===== config.mk =====
export PLATFORM = sky130hd
export DESIGN_NAME = ctu_top
export DESIGN_NICKNAME = d
export VERILOG_FILES = /design/src/logic/ctu_sync.v /design/src/logic/ctu_prescale.v /design/src/logic/ctu_top.v
export VERILOG_INCLUDE_DIRS = /design/src /design/src/logic
export SDC_FILE = /design/constraint.sdc
export NUM_CORES = 1
export LEC_CHECK = 0
export BUFFER_PORTS_ARGS = -buffer_cell sky130_fd_sc_hd__buf_2
export CAP_MARGIN = 30
export CORE_AREA = 8 8 185 187
export DETAILED_ROUTE_END_ITERATION = 8
export DIE_AREA = 0 0 193 195
export GPL_TIMING_DRIVEN = 0
export SLEW_MARGIN = 20
export SYNTH_ARGS = -nofsm -noshare
export SYNTH_HDL_FRONTEND = slang
export SYNTH_SLANG_ARGS = --single-unit

===== constraint.sdc =====
create_clock -name clk -period 2.55 [get_ports clk]
set_input_delay 0.255 -clock clk [delete_from_list [all_inputs] [get_ports clk]]
set_output_delay 0.255 -clock clk [all_outputs]
set_load 0.005 [all_outputs]

===== src/logic/ctu_map.vh =====
// Constants for the four-channel counter/timer unit
`ifndef CTU_MAP_VH
`define CTU_MAP_VH

// ****************************************************************
// Channel control word fields
// ****************************************************************
`define CTU_CW_IRQ_EN 7
`define CTU_CW_COUNTER 6
`define CTU_CW_DIV256 5
`define CTU_CW_RISING 4
`define CTU_CW_TRIG_START 3
`define CTU_CW_TC_FOLLOWS 2
`define CTU_CW_SW_RESET 1
`define CTU_CW_IS_CTRL 0

// ****************************************************************
// Reset values and widths
// ****************************************************************
`define CTU_CTRL_RST 8'h00
`define CTU_TC_RST 8'h00
`define CTU_VEC_RST 5'h00
`define CTU_NUM_CH 4
`define CTU_NUM_ZC 3

// ****************************************************************
// Prescaler terminal counts
// ****************************************************************
`define CTU_PS_LAST_16 8'h0f
`define CTU_PS_LAST_256 8'hff

`endif


===== src/logic/ctu_sync.v =====
// Three-stage input synchroniser with agreement filter
`timescale 1ns/1ps
module ctu_sync (
  clk,
  srst,
  async_in,
  level_ff
);
  input wire clk;
  input wire srst;
  input wire async_in;
  output reg level_ff;

  reg s1_ff;
  reg s2_ff;
  reg s3_ff;

  // Level changes only once stages two and three agree
  always @(posedge clk) begin
    if (srst) begin
      s1_ff <= 1'b0;
      s2_ff <= 1'b0;
      s3_ff <= 1'b0;
      level_ff <= 1'b0;
    end else begin
      s1_ff <= async_in;
      s2_ff <= s1_ff;
      s3_ff <= s2_ff;
      if (s2_ff == s3_ff) begin
        level_ff <= s3_ff;
      end
    end
  end
endmodule


===== src/logic/ctu_prescale.v =====
// Per-channel prescaler dividing the system clock by 16 or 256
`timescale 1ns/1ps
`include "ctu_map.vh"
module ctu_prescale (
  clk,
  srst,
  clr,
  div256,
  tick_ff
);
  input wire clk;
  input wire srst;
  input wire clr;
  input wire div256;
  output reg tick_ff;

  reg [7:0] ps_ff;
  wire [7:0] last;

  assign last = div256 ? `CTU_PS_LAST_256 : `CTU_PS_LAST_16;

  // One tick per 16 or 256 system clocks
  always @(posedge clk) begin
    if (srst || clr) begin
      ps_ff <= 8'h00;
      tick_ff <= 1'b0;
    end else if (ps_ff == last) begin
      ps_ff <= 8'h00;
      tick_ff <= 1'b1;
    end else begin
      ps_ff <= ps_ff + 8'h01;
      tick_ff <= 1'b0;
    end
  end
endmodule


===== src/logic/ctu_top.v =====
// Four-channel counter/timer unit with daisy-chain vectored interrupts
`timescale 1ns/1ps
`include "ctu_map.vh"

// Summary of operation
// - Four independent channels numbered zero to three
// - Timer prescaler divides by 16 or 256
// - Host reads live down-counter without disturbing it
// - Zero count reloads time constant automatically
// - Selected trigger edge can start the timer
// - Only channels zero to two have pulse outputs
// - One vector, channel number inserted per channel
// - Channel zero has highest interrupt priority
// - Built-in daisy-chain vectored interrupt logic
// - System clock drives prescaler in timer mode
// - Two select inputs choose the addressed channel
// - Control word bit meanings, bit zero set
// - New constant waits for current count to finish
// - Zero count drives a high output pulse
module ctu_top (
  clk,
  srst,
  chan_select_first,
  chan_select_second,
  wr_stb,
  wr_data,
  rd_stb,
  rd_data_ff,
  rd_valid_ff,
  count_trigger_input,
  zero_count_pulse_out_ff,
  int_enable_in,
  int_enable_out_ff,
  int_req_n_ff,
  int_ack,
  int_vector_ff,
  int_vector_valid_ff,
  int_return
);
  input wire clk;
  input wire srst;
  input wire chan_select_first;
  input wire chan_select_second;
  input wire wr_stb;
  input wire [7:0] wr_data;
  input wire rd_stb;
  output reg [7:0] rd_data_ff;
  output reg rd_valid_ff;
  input wire [3:0] count_trigger_input;
  output reg [2:0] zero_count_pulse_out_ff;
  input wire int_enable_in;
  output reg int_enable_out_ff;
  output reg int_req_n_ff;
  input wire int_ack;
  output reg [7:0] int_vector_ff;
  output reg int_vector_valid_ff;
  input wire int_return;

  // ****************************************************************
  // Helper functions
  // ****************************************************************
  // Lowest set bit index; bit 2 flags an empty vector
  function [2:0] ctu_first;
    input [3:0] v;
    begin
      if (v[0]) begin
        ctu_first = 3'h0;
      end else if (v[1]) begin
        ctu_first = 3'h1;
      end else if (v[2]) begin
        ctu_first = 3'h2;
      end else if (v[3]) begin
        ctu_first = 3'h3;
      end else begin
        ctu_first = 3'h4;
      end
    end
  endfunction

  function [3:0] ctu_onehot;
    input [2:0] idx;
    begin
      case (idx)
        3'h0: ctu_onehot = 4'h1;
        3'h1: ctu_onehot = 4'h2;
        3'h2: ctu_onehot = 4'h4;
        3'h3: ctu_onehot = 4'h8;
        default: ctu_onehot = 4'h0;
      endcase
    end
  endfunction

  // ****************************************************************
  // Channel addressing
  // ****************************************************************
  wire [1:0] chan_sel;
  wire [3:0] wr_hit;
  wire [31:0] cnt_all;
  wire [3:0] zero_ev;
  wire [3:0] irq_en;
  reg [4:0] vec_hi_ff;
  wire [3:0] tc_wait;
  wire [3:0] new_pend;
  wire vec_wr;

  assign chan_sel = {chan_select_first, chan_select_second};
  assign wr_hit = wr_stb ? ctu_onehot({1'b0, chan_sel}) : 4'h0;
  // Vector byte: channel zero, no constant awaited, bit zero clear
  assign vec_wr = wr_hit[0] & ~tc_wait[0] & ~wr_data[`CTU_CW_IS_CTRL];
  assign new_pend = zero_ev & irq_en;

  // ****************************************************************
  // Channels
  // ****************************************************************
  genvar gi;
  generate
    for (gi = 0; gi < `CTU_NUM_CH; gi = gi + 1) begin : g_ch
      reg [7:0] ctrl_ff;
      reg [7:0] tc_ff;
      reg [7:0] cnt_ff;
      reg tc_wait_ff;
      reg run_ff;
      reg armed_ff;
      reg trg_prev_ff;
      reg zero_ff;
      wire trg_lvl;
      wire trg_edge;
      wire ps_tick;
      wire counter_mode;
      wire dec;
      wire ps_clr;

      ctu_sync u_sync (
        .clk(clk),
        .srst(srst),
        .async_in(count_trigger_input[gi]),
        .level_ff(trg_lvl)
      );

      // Prescaler runs only while timing
      ctu_prescale u_ps (
        .clk(clk),
        .srst(srst),
        .clr(ps_clr),
        .div256(ctrl_ff[`CTU_CW_DIV256]),
        .tick_ff(ps_tick)
      );

      assign counter_mode = ctrl_ff[`CTU_CW_COUNTER];
      assign trg_edge = ctrl_ff[`CTU_CW_RISING] ? (trg_lvl & ~trg_prev_ff) :
                        (~trg_lvl & trg_prev_ff);
      assign dec = run_ff & (counter_mode ? trg_edge : ps_tick);
      assign cnt_all[gi*8 +: 8] = cnt_ff;
      assign zero_ev[gi] = zero_ff;
      assign irq_en[gi] = ctrl_ff[`CTU_CW_IRQ_EN];
      assign ps_clr = ~run_ff | counter_mode;
      // Constant-pending flag, read by the vector decode
      assign tc_wait[gi] = tc_wait_ff;

      always @(posedge clk) begin
        if (srst) begin
          ctrl_ff <= `CTU_CTRL_RST;
          tc_ff <= `CTU_TC_RST;
          cnt_ff <= `CTU_TC_RST;
          tc_wait_ff <= 1'b0;
          run_ff <= 1'b0;
          armed_ff <= 1'b0;
          trg_prev_ff <= 1'b0;
          zero_ff <= 1'b0;
        end else begin
          trg_prev_ff <= trg_lvl;
          zero_ff <= 1'b0;
          if (dec) begin
            if (cnt_ff == 8'h01) begin
              cnt_ff <= tc_ff;
              zero_ff <= 1'b1;
            end else begin
              cnt_ff <= cnt_ff - 8'h01;
            end
          end
          if (armed_ff && trg_edge) begin
            armed_ff <= 1'b0;
            run_ff <= 1'b1;
          end
          if (wr_hit[gi]) begin
            if (tc_wait_ff) begin
              tc_ff <= wr_data;
              tc_wait_ff <= 1'b0;
              // Running channel keeps its count until zero
              if (!run_ff) begin
                cnt_ff <= wr_data;
                if (!counter_mode && ctrl_ff[`CTU_CW_TRIG_START]) begin
                  armed_ff <= 1'b1;
                end else begin
                  run_ff <= 1'b1;
                end
              end
            end else if (wr_data[`CTU_CW_IS_CTRL]) begin
              ctrl_ff <= wr_data;
              tc_wait_ff <= wr_data[`CTU_CW_TC_FOLLOWS];
              if (wr_data[`CTU_CW_SW_RESET]) begin
                run_ff <= 1'b0;
                armed_ff <= 1'b0;
              end
            end
          end
        end
      end
    end
  endgenerate

  // ****************************************************************
  // Vector register, written through channel zero
  // ****************************************************************
  always @(posedge clk) begin
    if (srst) begin
      vec_hi_ff <= `CTU_VEC_RST;
    end else if (vec_wr) begin
      vec_hi_ff <= wr_data[7:3];
    end
  end

  // ****************************************************************
  // Host read of the down-counters
  // ****************************************************************
  always @(posedge clk) begin
    if (srst) begin
      rd_data_ff <= 8'h00;
      rd_valid_ff <= 1'b0;
    end else begin
      rd_valid_ff <= rd_stb;
      if (rd_stb) begin
        rd_data_ff <= cnt_all[chan_sel*8 +: 8];
      end
    end
  end

  // ****************************************************************
  // Zero-count pulse outputs, channels 0 to 2 only
  // ****************************************************************
  always @(posedge clk) begin
    if (srst) begin
      zero_count_pulse_out_ff <= 3'h0;
    end else begin
      zero_count_pulse_out_ff <= zero_ev[`CTU_NUM_ZC-1:0];
    end
  end

  // ****************************************************************
  // Daisy-chain interrupt control
  // ****************************************************************
  reg [3:0] pend_ff;
  reg [3:0] serv_ff;
  wire [2:0] pend_idx;
  wire [2:0] serv_idx;
  wire grant_ok;
  wire [3:0] grant_oh;
  wire [3:0] ret_oh;
  wire req_now;

  assign pend_idx = ctu_first(pend_ff);
  assign serv_idx = ctu_first(serv_ff);
  // Lower priority may not interrupt a channel in service
  assign grant_ok = int_enable_in & ~pend_idx[2] & (pend_idx < serv_idx);
  assign grant_oh = (int_ack && grant_ok) ? ctu_onehot(pend_idx) : 4'h0;
  assign ret_oh = int_return ? ctu_onehot(serv_idx) : 4'h0;
  // Request drops at the acknowledge that takes it
  assign req_now = grant_ok & ~int_ack;

  always @(posedge clk) begin
    if (srst) begin
      pend_ff <= 4'h0;
      serv_ff <= 4'h0;
      int_req_n_ff <= 1'b1;
      int_enable_out_ff <= 1'b0;
    end else begin
      // New zero event wins over the acknowledge clear
      pend_ff <= (pend_ff & ~grant_oh) | new_pend;
      serv_ff <= (serv_ff & ~ret_oh) | grant_oh;
      int_req_n_ff <= ~req_now;
      int_enable_out_ff <= int_enable_in & ~|serv_ff & ~|pend_ff;
    end
  end

  // ****************************************************************
  // Vector output on a granted acknowledge
  // ****************************************************************
  always @(posedge clk) begin
    if (srst) begin
      int_vector_ff <= 8'h00;
      int_vector_valid_ff <= 1'b0;
    end else begin
      int_vector_valid_ff <= int_ack & grant_ok;
      if (int_ack && grant_ok) begin
        int_vector_ff <= {vec_hi_ff, pend_idx[1:0], 1'b0};
      end
    end
  end
endmodule


==> results of run 1 <==
routing by layer:
metal / share of wire [%] / vias up / GRT usage [%]
met5: 0.041 / - / 0
met4: 2.0 / 2 / 4.246
li1: - / 3593 / -
met3: 5.0 / 32 / 2.798
met1: 49 / 3450 / 17.99
met2: 44 / 189 / 19.61
final cells by class:
type / count / area share, %
Buffer: 54 / 2.266
Clock buffer: 18 / 4.443
Clock inverter: 14 / 1.481
Inverter: 34 / 1.291
Multi-Input combinational cell: 702 / 44.77
Sequential cell: 191 / 38.68
Tap cell: 402 / 5.089
Timing Repair Buffer: 39 / 1.975
cells in the final DEF, fill, tap and decap left out, types with 7 or more instances in the layout:
cell,n
a211oi_1,13
a21oi_1,56
a311oi_1,16
a31o_2,9
a31oi_1,9
and3_1,7
buf_2,44
clkbuf_1,40
clkbuf_16,17
dfxtp_1,191
ha_1,13
inv_1,34
mux2i_1,40
mux4_2,8
nand2_1,115
nand2b_1,14
nand3_1,28
nor2_1,125
nor2b_1,33
nor3_1,16
nor3b_1,8
nor4_1,11
o21ai_0,24
o22ai_1,10
or4_1,8
xnor2_1,14
xor2_1,10
power groups by stage:
stage / clock (mW) / combinational (mW) / sequential, mW
after floorplan: 0 / 0.136 / 3.08
after global placement: 0 / 0.242 / 3.09
after detailed placement: 0 / 0.243 / 3.09
after CTS: 2.74 / 0.244 / 3.02
after global routing: 2.87 / 0.261 / 3.02
final: 2.68 / 0.243 / 3.02
worst max-delay path, cell delays in order, from the launching register on:
cell     delay [ps]
dfxtp_1         330
or2_4           270
or3_4           340
ha_1            300
inv_1            40
a311o_1         270
buf_2           180
and3_4          200
buf_4           170
a31o_2          240
registers in the layout, indices dropped and copies added (netlist names), 5 cells and up:
signal / flops
g_ch.ctrl_ff: 20
g_ch.tc_ff: 32
int_vector_ff: 7
g_ch.cnt_ff: 32
g_ch.u_ps.ps_ff: 32
rd_data_ff: 8
vec_hi_ff: 5
what timing repair did:
| item | CTS | global route |
|---|---|---|
| hold buffers | 0 | 0 |
| hold endpoints to repair | 0 | 0 |
| endpoints found under the setup margin | 7 | 10 |
| gates resized for setup | 1 | 2 |
how the worst min path moves through the flow:
stage	start	to	slack (ps)	depth (start not counted)
3_5_place_dp	g_ch[1].u_sync.s1_ff	g_ch[1].u_sync.s2_ff	430	1
2_1_floorplan	int_return	serv_ff[0]	370	1
6_report	count_trigger_input[1]	g_ch[1].u_sync.s1_ff	30	2
5_1_grt	count_trigger_input[2]	g_ch[2].u_sync.s1_ff	20	2
3_3_place_gp	g_ch[3].u_sync.s1_ff	g_ch[3].u_sync.s2_ff	420	1
4_1_cts	count_trigger_input[1]	g_ch[1].u_sync.s1_ff	20	2
cell families (layout without fill, tap and decap cells):
logic type / count (synthesis) / count (layout) / share of synthesized area, %
fa+ha+maj: 13 / 13 / 1.893
flops: 191 / 191 / 44.49
xor+xnor: 24 / 24 / 2.446
simple gates: 421 / 421 / 24.56
mux: 53 / 53 / 7.410
compound gates: 190 / 190 / 15.05
other cells: 1 / 1 / 0.04363
buf+inv: 89 / 159 / 4.105
==> impl_metrics.yaml, run 1 <==
clock_tree:
  cts_max_level: 4
  clock_latency_ps: 450
  cts.sinks: 191
  post-cts-setup-buffers: 0
  cts_max_path_buffers: 2
  clock-root-buffer: "clkbuf_16"
  clkTransAtPathRegs_ps: 70
  cts_made_buffers: 17
  cts_tree: "built"
power_and_ir_drop:
  total_power_mw: 5.941
  combPwrFrac_pct: 4.1
  leakage_nw: 3.553
  p_sw_share_pct: 24.56
  p_per_area_mw_per_mm2: 601.0
  ir_drop_v: 0.0004546
  p_sw_mw: 1.459
  p_int_mw: 4.482
  clkPwrFrac_pct: 45.1
  pwr-share-seq_pct: 50.8
detailed_routing:
  wirelength_microns: 24160
  vias: 7266
  ant_nets: 0
  post_drt_wl_per_cell_microns: 16.61
  first_iter_violations: 609
  viasPerCell: 4.997
  route.detailed.drc: 0
  drtPass1Iterations: 5
timing:
  period_share_pct: 96.42
  slew_headroom_pct: 41.08
  clock.fmax_mhz: 406.7
  setup_viol: 0
  finClkSkew_ps: 12.10
  setup_ws_ps: 91.40
  hold_viol: 0
  min_period_ps: 2459
  tns_ps: 0
  rsz0062_at_grt: "no"
  worst_pin_slew_ps: 883.8
  slew_viol_final: 0
  hold_ws_ps: 28.27
placement:
  dp_cells: 1422
  place_ws_ps: -8.076
  dpl_cell_area_sq_mm: 0.009288
  gp_congestion: 0.8775
  io_buffers: 38
  place_hpwl_microns: 17250
layout:
  regArea_sq_mm: 0.003824
  fin_area_sq_mm: 0.009884
  utilization_pct: 31.65
  nNetsFinal: 1073
  drive_gt1_share_pct: 11.60
  multi_input_area_sq_mm: 0.004425
  fin_cells: 1454
  antenna_cells: 0
  fill_cells: 3334
  area_delta_synth_final_pct: 15.01
die:
  die_width_microns: 193
  start_util_pct: 27.52
  core_area_sq_mm: 0.03123
  num_rows: 65
  die_y_microns: 195
  die_area_sq_mm: 0.03764
  io_pins: 44
setup_path:
  rrSetupSlack_ps: 90
  r2r-start: "serv_ff[1]"
  crit_path_start: "serv_ff[1]"
  r2r-end: "int_vector_ff[4]"
  cp_max_fo: 10
  crit_required_ps: 2890
  reg2regPathDepth: 9
  crit_arrival_ps: 2800
  critPathKind: "register to register"
  cp-start-kind: "register"
  crit_path_end_kind: "register"
  critPathCapture: "int_vector_ff[4]"
synthesis:
  synthesis.instances: 982
  synthTopCellsByArea: "dfxtp_1, nor2_1, nand2_1"
  synth_edf_count: 0
  ys_seq_elements: 191
  synth_top_area_share_pct: 44.49
  synthTopCellsByCount: "dfxtp_1, nor2_1, nand2_1"
  ys_types: 78
  ys_warn_count: 0
  syn_area_sq_mm: 0.008594
  synth_top_area_cell: "dfxtp_1"
  async_reset_ff_share_pct: 0
  syn_avg_cell_area_sq_um: 8.752
  ys.flop_type: "dfxtp_1"
  seq_area_frac_synth_pct: 44.49
  syn-num-nets: 1016
  synth_most_common_cell: "dfxtp_1"
min_path:
  hold_class: "input pin to register"
run:
  cap_violations: 0
global_routing:
  antenna_found_initial: 1
  grt_util_all_layers_pct: 12.96
  grt_pass1_vias: 6639
  overflow: 0
  grt_pass1_wl_microns: 37730
  grt_max_degree: 19
run_status:
  status: "finished clean"
Note: power is estimated with default switching activity, not from simulation.
==> run 2: changes to the inputs <==
clock period = 3.2 ns   (was 2.55 ns; I/O delays follow)
==> run 2 against run 1 <==
Net effect:
- worst setup slack gained 530 ps
- clock power fell by 21%
- global-route usage stayed put
- routed wire length is 0.26% lower
- die area unchanged
- sequential power down 20%
- power fell by 20%
- fmax down 4.5%
- via count grew 0.15%
- final area about the same
- sequential share of layout area is essentially flat
- critical endpoint is now int_vector_ff[2]
- largest power group unchanged
==> impl_metrics.yaml, run 2 (same netlist as run 1, synthesis figures left out) <==
run_status:
  status: "finished clean"
setup_path:
  slowest_stage: "or3_1"
  crit_path_frequent_cell: "buf_2"
  cp.buffers_inverters: 2
  max_stage_delay_ps: 360
  crit_path_end_kind: "register"
  crit_chain: "or2_2, or3_1, ha_1, o2111ai_1, and4b_1, buf_2, and3_4, buf_2, a31o_2"
  crit_required_ps: 3540
  crit_arrival_ps: 2920
  cp-start-kind: "register"
  path_delay_family: "simple AND/OR/NAND/NOR gates"
  critPathKind: "register to register"
  cp_max_fo: 10
layout:
  nNetsFinal: 1074
  top_regs: "g_ch.cnt_ff (32), g_ch.tc_ff (32), g_ch.u_ps.ps_ff (32)"
  fill_cells: 3333
  area_delta_synth_final_pct: 14.97
  final_common_cell: "dfxtp_1"
  drive_gt1_share_pct: 11.49
  utilization_pct: 31.64
  mostFrequentLayoutCells: "dfxtp_1, nor2_1, nand2_1, a21oi_1, buf_2"
detailed_routing:
  drtPass1Iterations: 5
  vias: 7277
  post_drt_wl_per_cell_microns: 16.55
  ant_nets: 0
  wirelength_microns: 24090
  viasPerCell: 4.998
  first_iter_violations: 577
  route.detailed.drc: 0
clock_tree:
  ctsResizeCount: 0
  clkTransAtPathRegs_ps: 70
  cts_max_path_buffers: 2
  cts_tree: "built"
  cts_made_buffers: 17
  clock_latency_ps: 450
  clock-root-buffer: "clkbuf_16"
  cts_max_level: 4
  cts_hold_buf: 0
  post-cts-setup-buffers: 0
  cts.sinks: 191
power_and_ir_drop:
  clkPwrFrac_pct: 45.0
  combPwrFrac_pct: 4.1
  pwr-share-seq_pct: 50.9
  leakage_nw: 3.558
  p_sw_share_pct: 24.47
  ir_drop_v: 0.0003650
  p_per_area_mw_per_mm2: 478.5
  p_int_mw: 3.571
  p_sw_mw: 1.157
placement:
  io_buffers: 38
  place_ws_ps: 641.9
  gp_congestion: 0.8775
  place_hpwl_microns: 17250
timing:
  setup_ws_ps: 625.0
  hold_viol: 0
  rsz0062_at_grt: "no"
  worst_pin_slew_ps: 910.7
  clock.fmax_mhz: 388.3
  hold_ws_ps: 92.15
  setup_viol: 0
  slew_viol_final: 0
  min_period_ps: 2575
  finClkSkew_ps: 8.688
  period_share_pct: 80.47
  tns_ps: 0
  slew_headroom_pct: 39.19
global_routing:
  overflow: 0
  antenna_found_initial: 1
  grt_max_degree: 19
  grt_pass1_wl_microns: 37730
  grt_pass1_vias: 6639
  grt_util_all_layers_pct: 12.96
die:
  die_area_sq_mm: 0.03764
  num_rows: 65
  die_width_microns: 193
  die_y_microns: 195
  io_pins: 44
  core_area_sq_mm: 0.03123
  start_util_pct: 27.52
min_path:
  hold_class: "input pin to register"
run:
  cap_violations: 0
==> run 2: final timing paths <==
kind | from | slack [ps] | to | cells past startpoint
setup / recovery | serv_ff[1] | 620 | int_vector_ff[2] | 9
hold reg to reg | g_ch[2].u_sync.s1_ff | 440 | g_ch[2].u_sync.s2_ff | 1
hold / removal | count_trigger_input[1] | 90 | g_ch[1].u_sync.s1_ff | 2
setup reg to reg | serv_ff[1] | 620 | int_vector_ff[2] | 9
==> run 2: final cells by class <==
cell class                      instances  area, sq um  area share [%]
Antenna cell                            1        2.502         0.02533
Buffer                                 55        225.2           2.279
Clock buffer                           18        439.2           4.445
Clock inverter                         14        146.4           1.482
Inverter                               34        127.6           1.292
Multi-Input combinational cell        702         4418           44.71
Sequential cell                       191         3824           38.70
Tap cell                              402        503.0           5.091
Timing Repair Buffer                   39        195.2           1.975
==> run 2: worst register-to-register path, delay by kind of cell, from the launching register on <==
kind / cells / cell delay (ps)
simple gates: 4 / 1120
compound gates: 2 / 370
buf+inv: 2 / 350
flops: 1 / 330
fa+ha+maj: 1 / 320
==> run 2: per-layer routing <==
| metal | GRT usage, % | part of all wire (%) | up-vias | routed length [microns] |
|---|---|---|---|---|
| met4 | 4.246 | 2.2 | 2 | 539 |
| met2 | 19.61 | 44 | 203 | 10600 |
| met3 | 2.798 | 5.6 | 41 | 1340 |
| met5 | 0 | 0.042 | - | 10 |
| li1 | - | - | 3596 | - |
| met1 | 17.99 | 48 | 3435 | 11600 |
==> run 2: metrics by stage <==
stage,cells,cell area [sq um],total power [mW]
2_1_floorplan,982,8594,2.566
3_3_place_gp,1422,9288,2.653
3_5_place_dp,1422,9288,2.654
4_1_cts,1454,9873,4.781
5_1_grt,1455,9878,4.900
6_report,1456,9881,4.728
==> run 2: power groups by stage <==
stage	clock (mW)	combinational [mW]	sequential, mW
floorplan	0	0.109	2.46
global route	2.29	0.208	2.41
global placement	0	0.193	2.46
finish	2.13	0.194	2.41
CTS	2.18	0.194	2.41
detailed placement	0	0.193	2.46
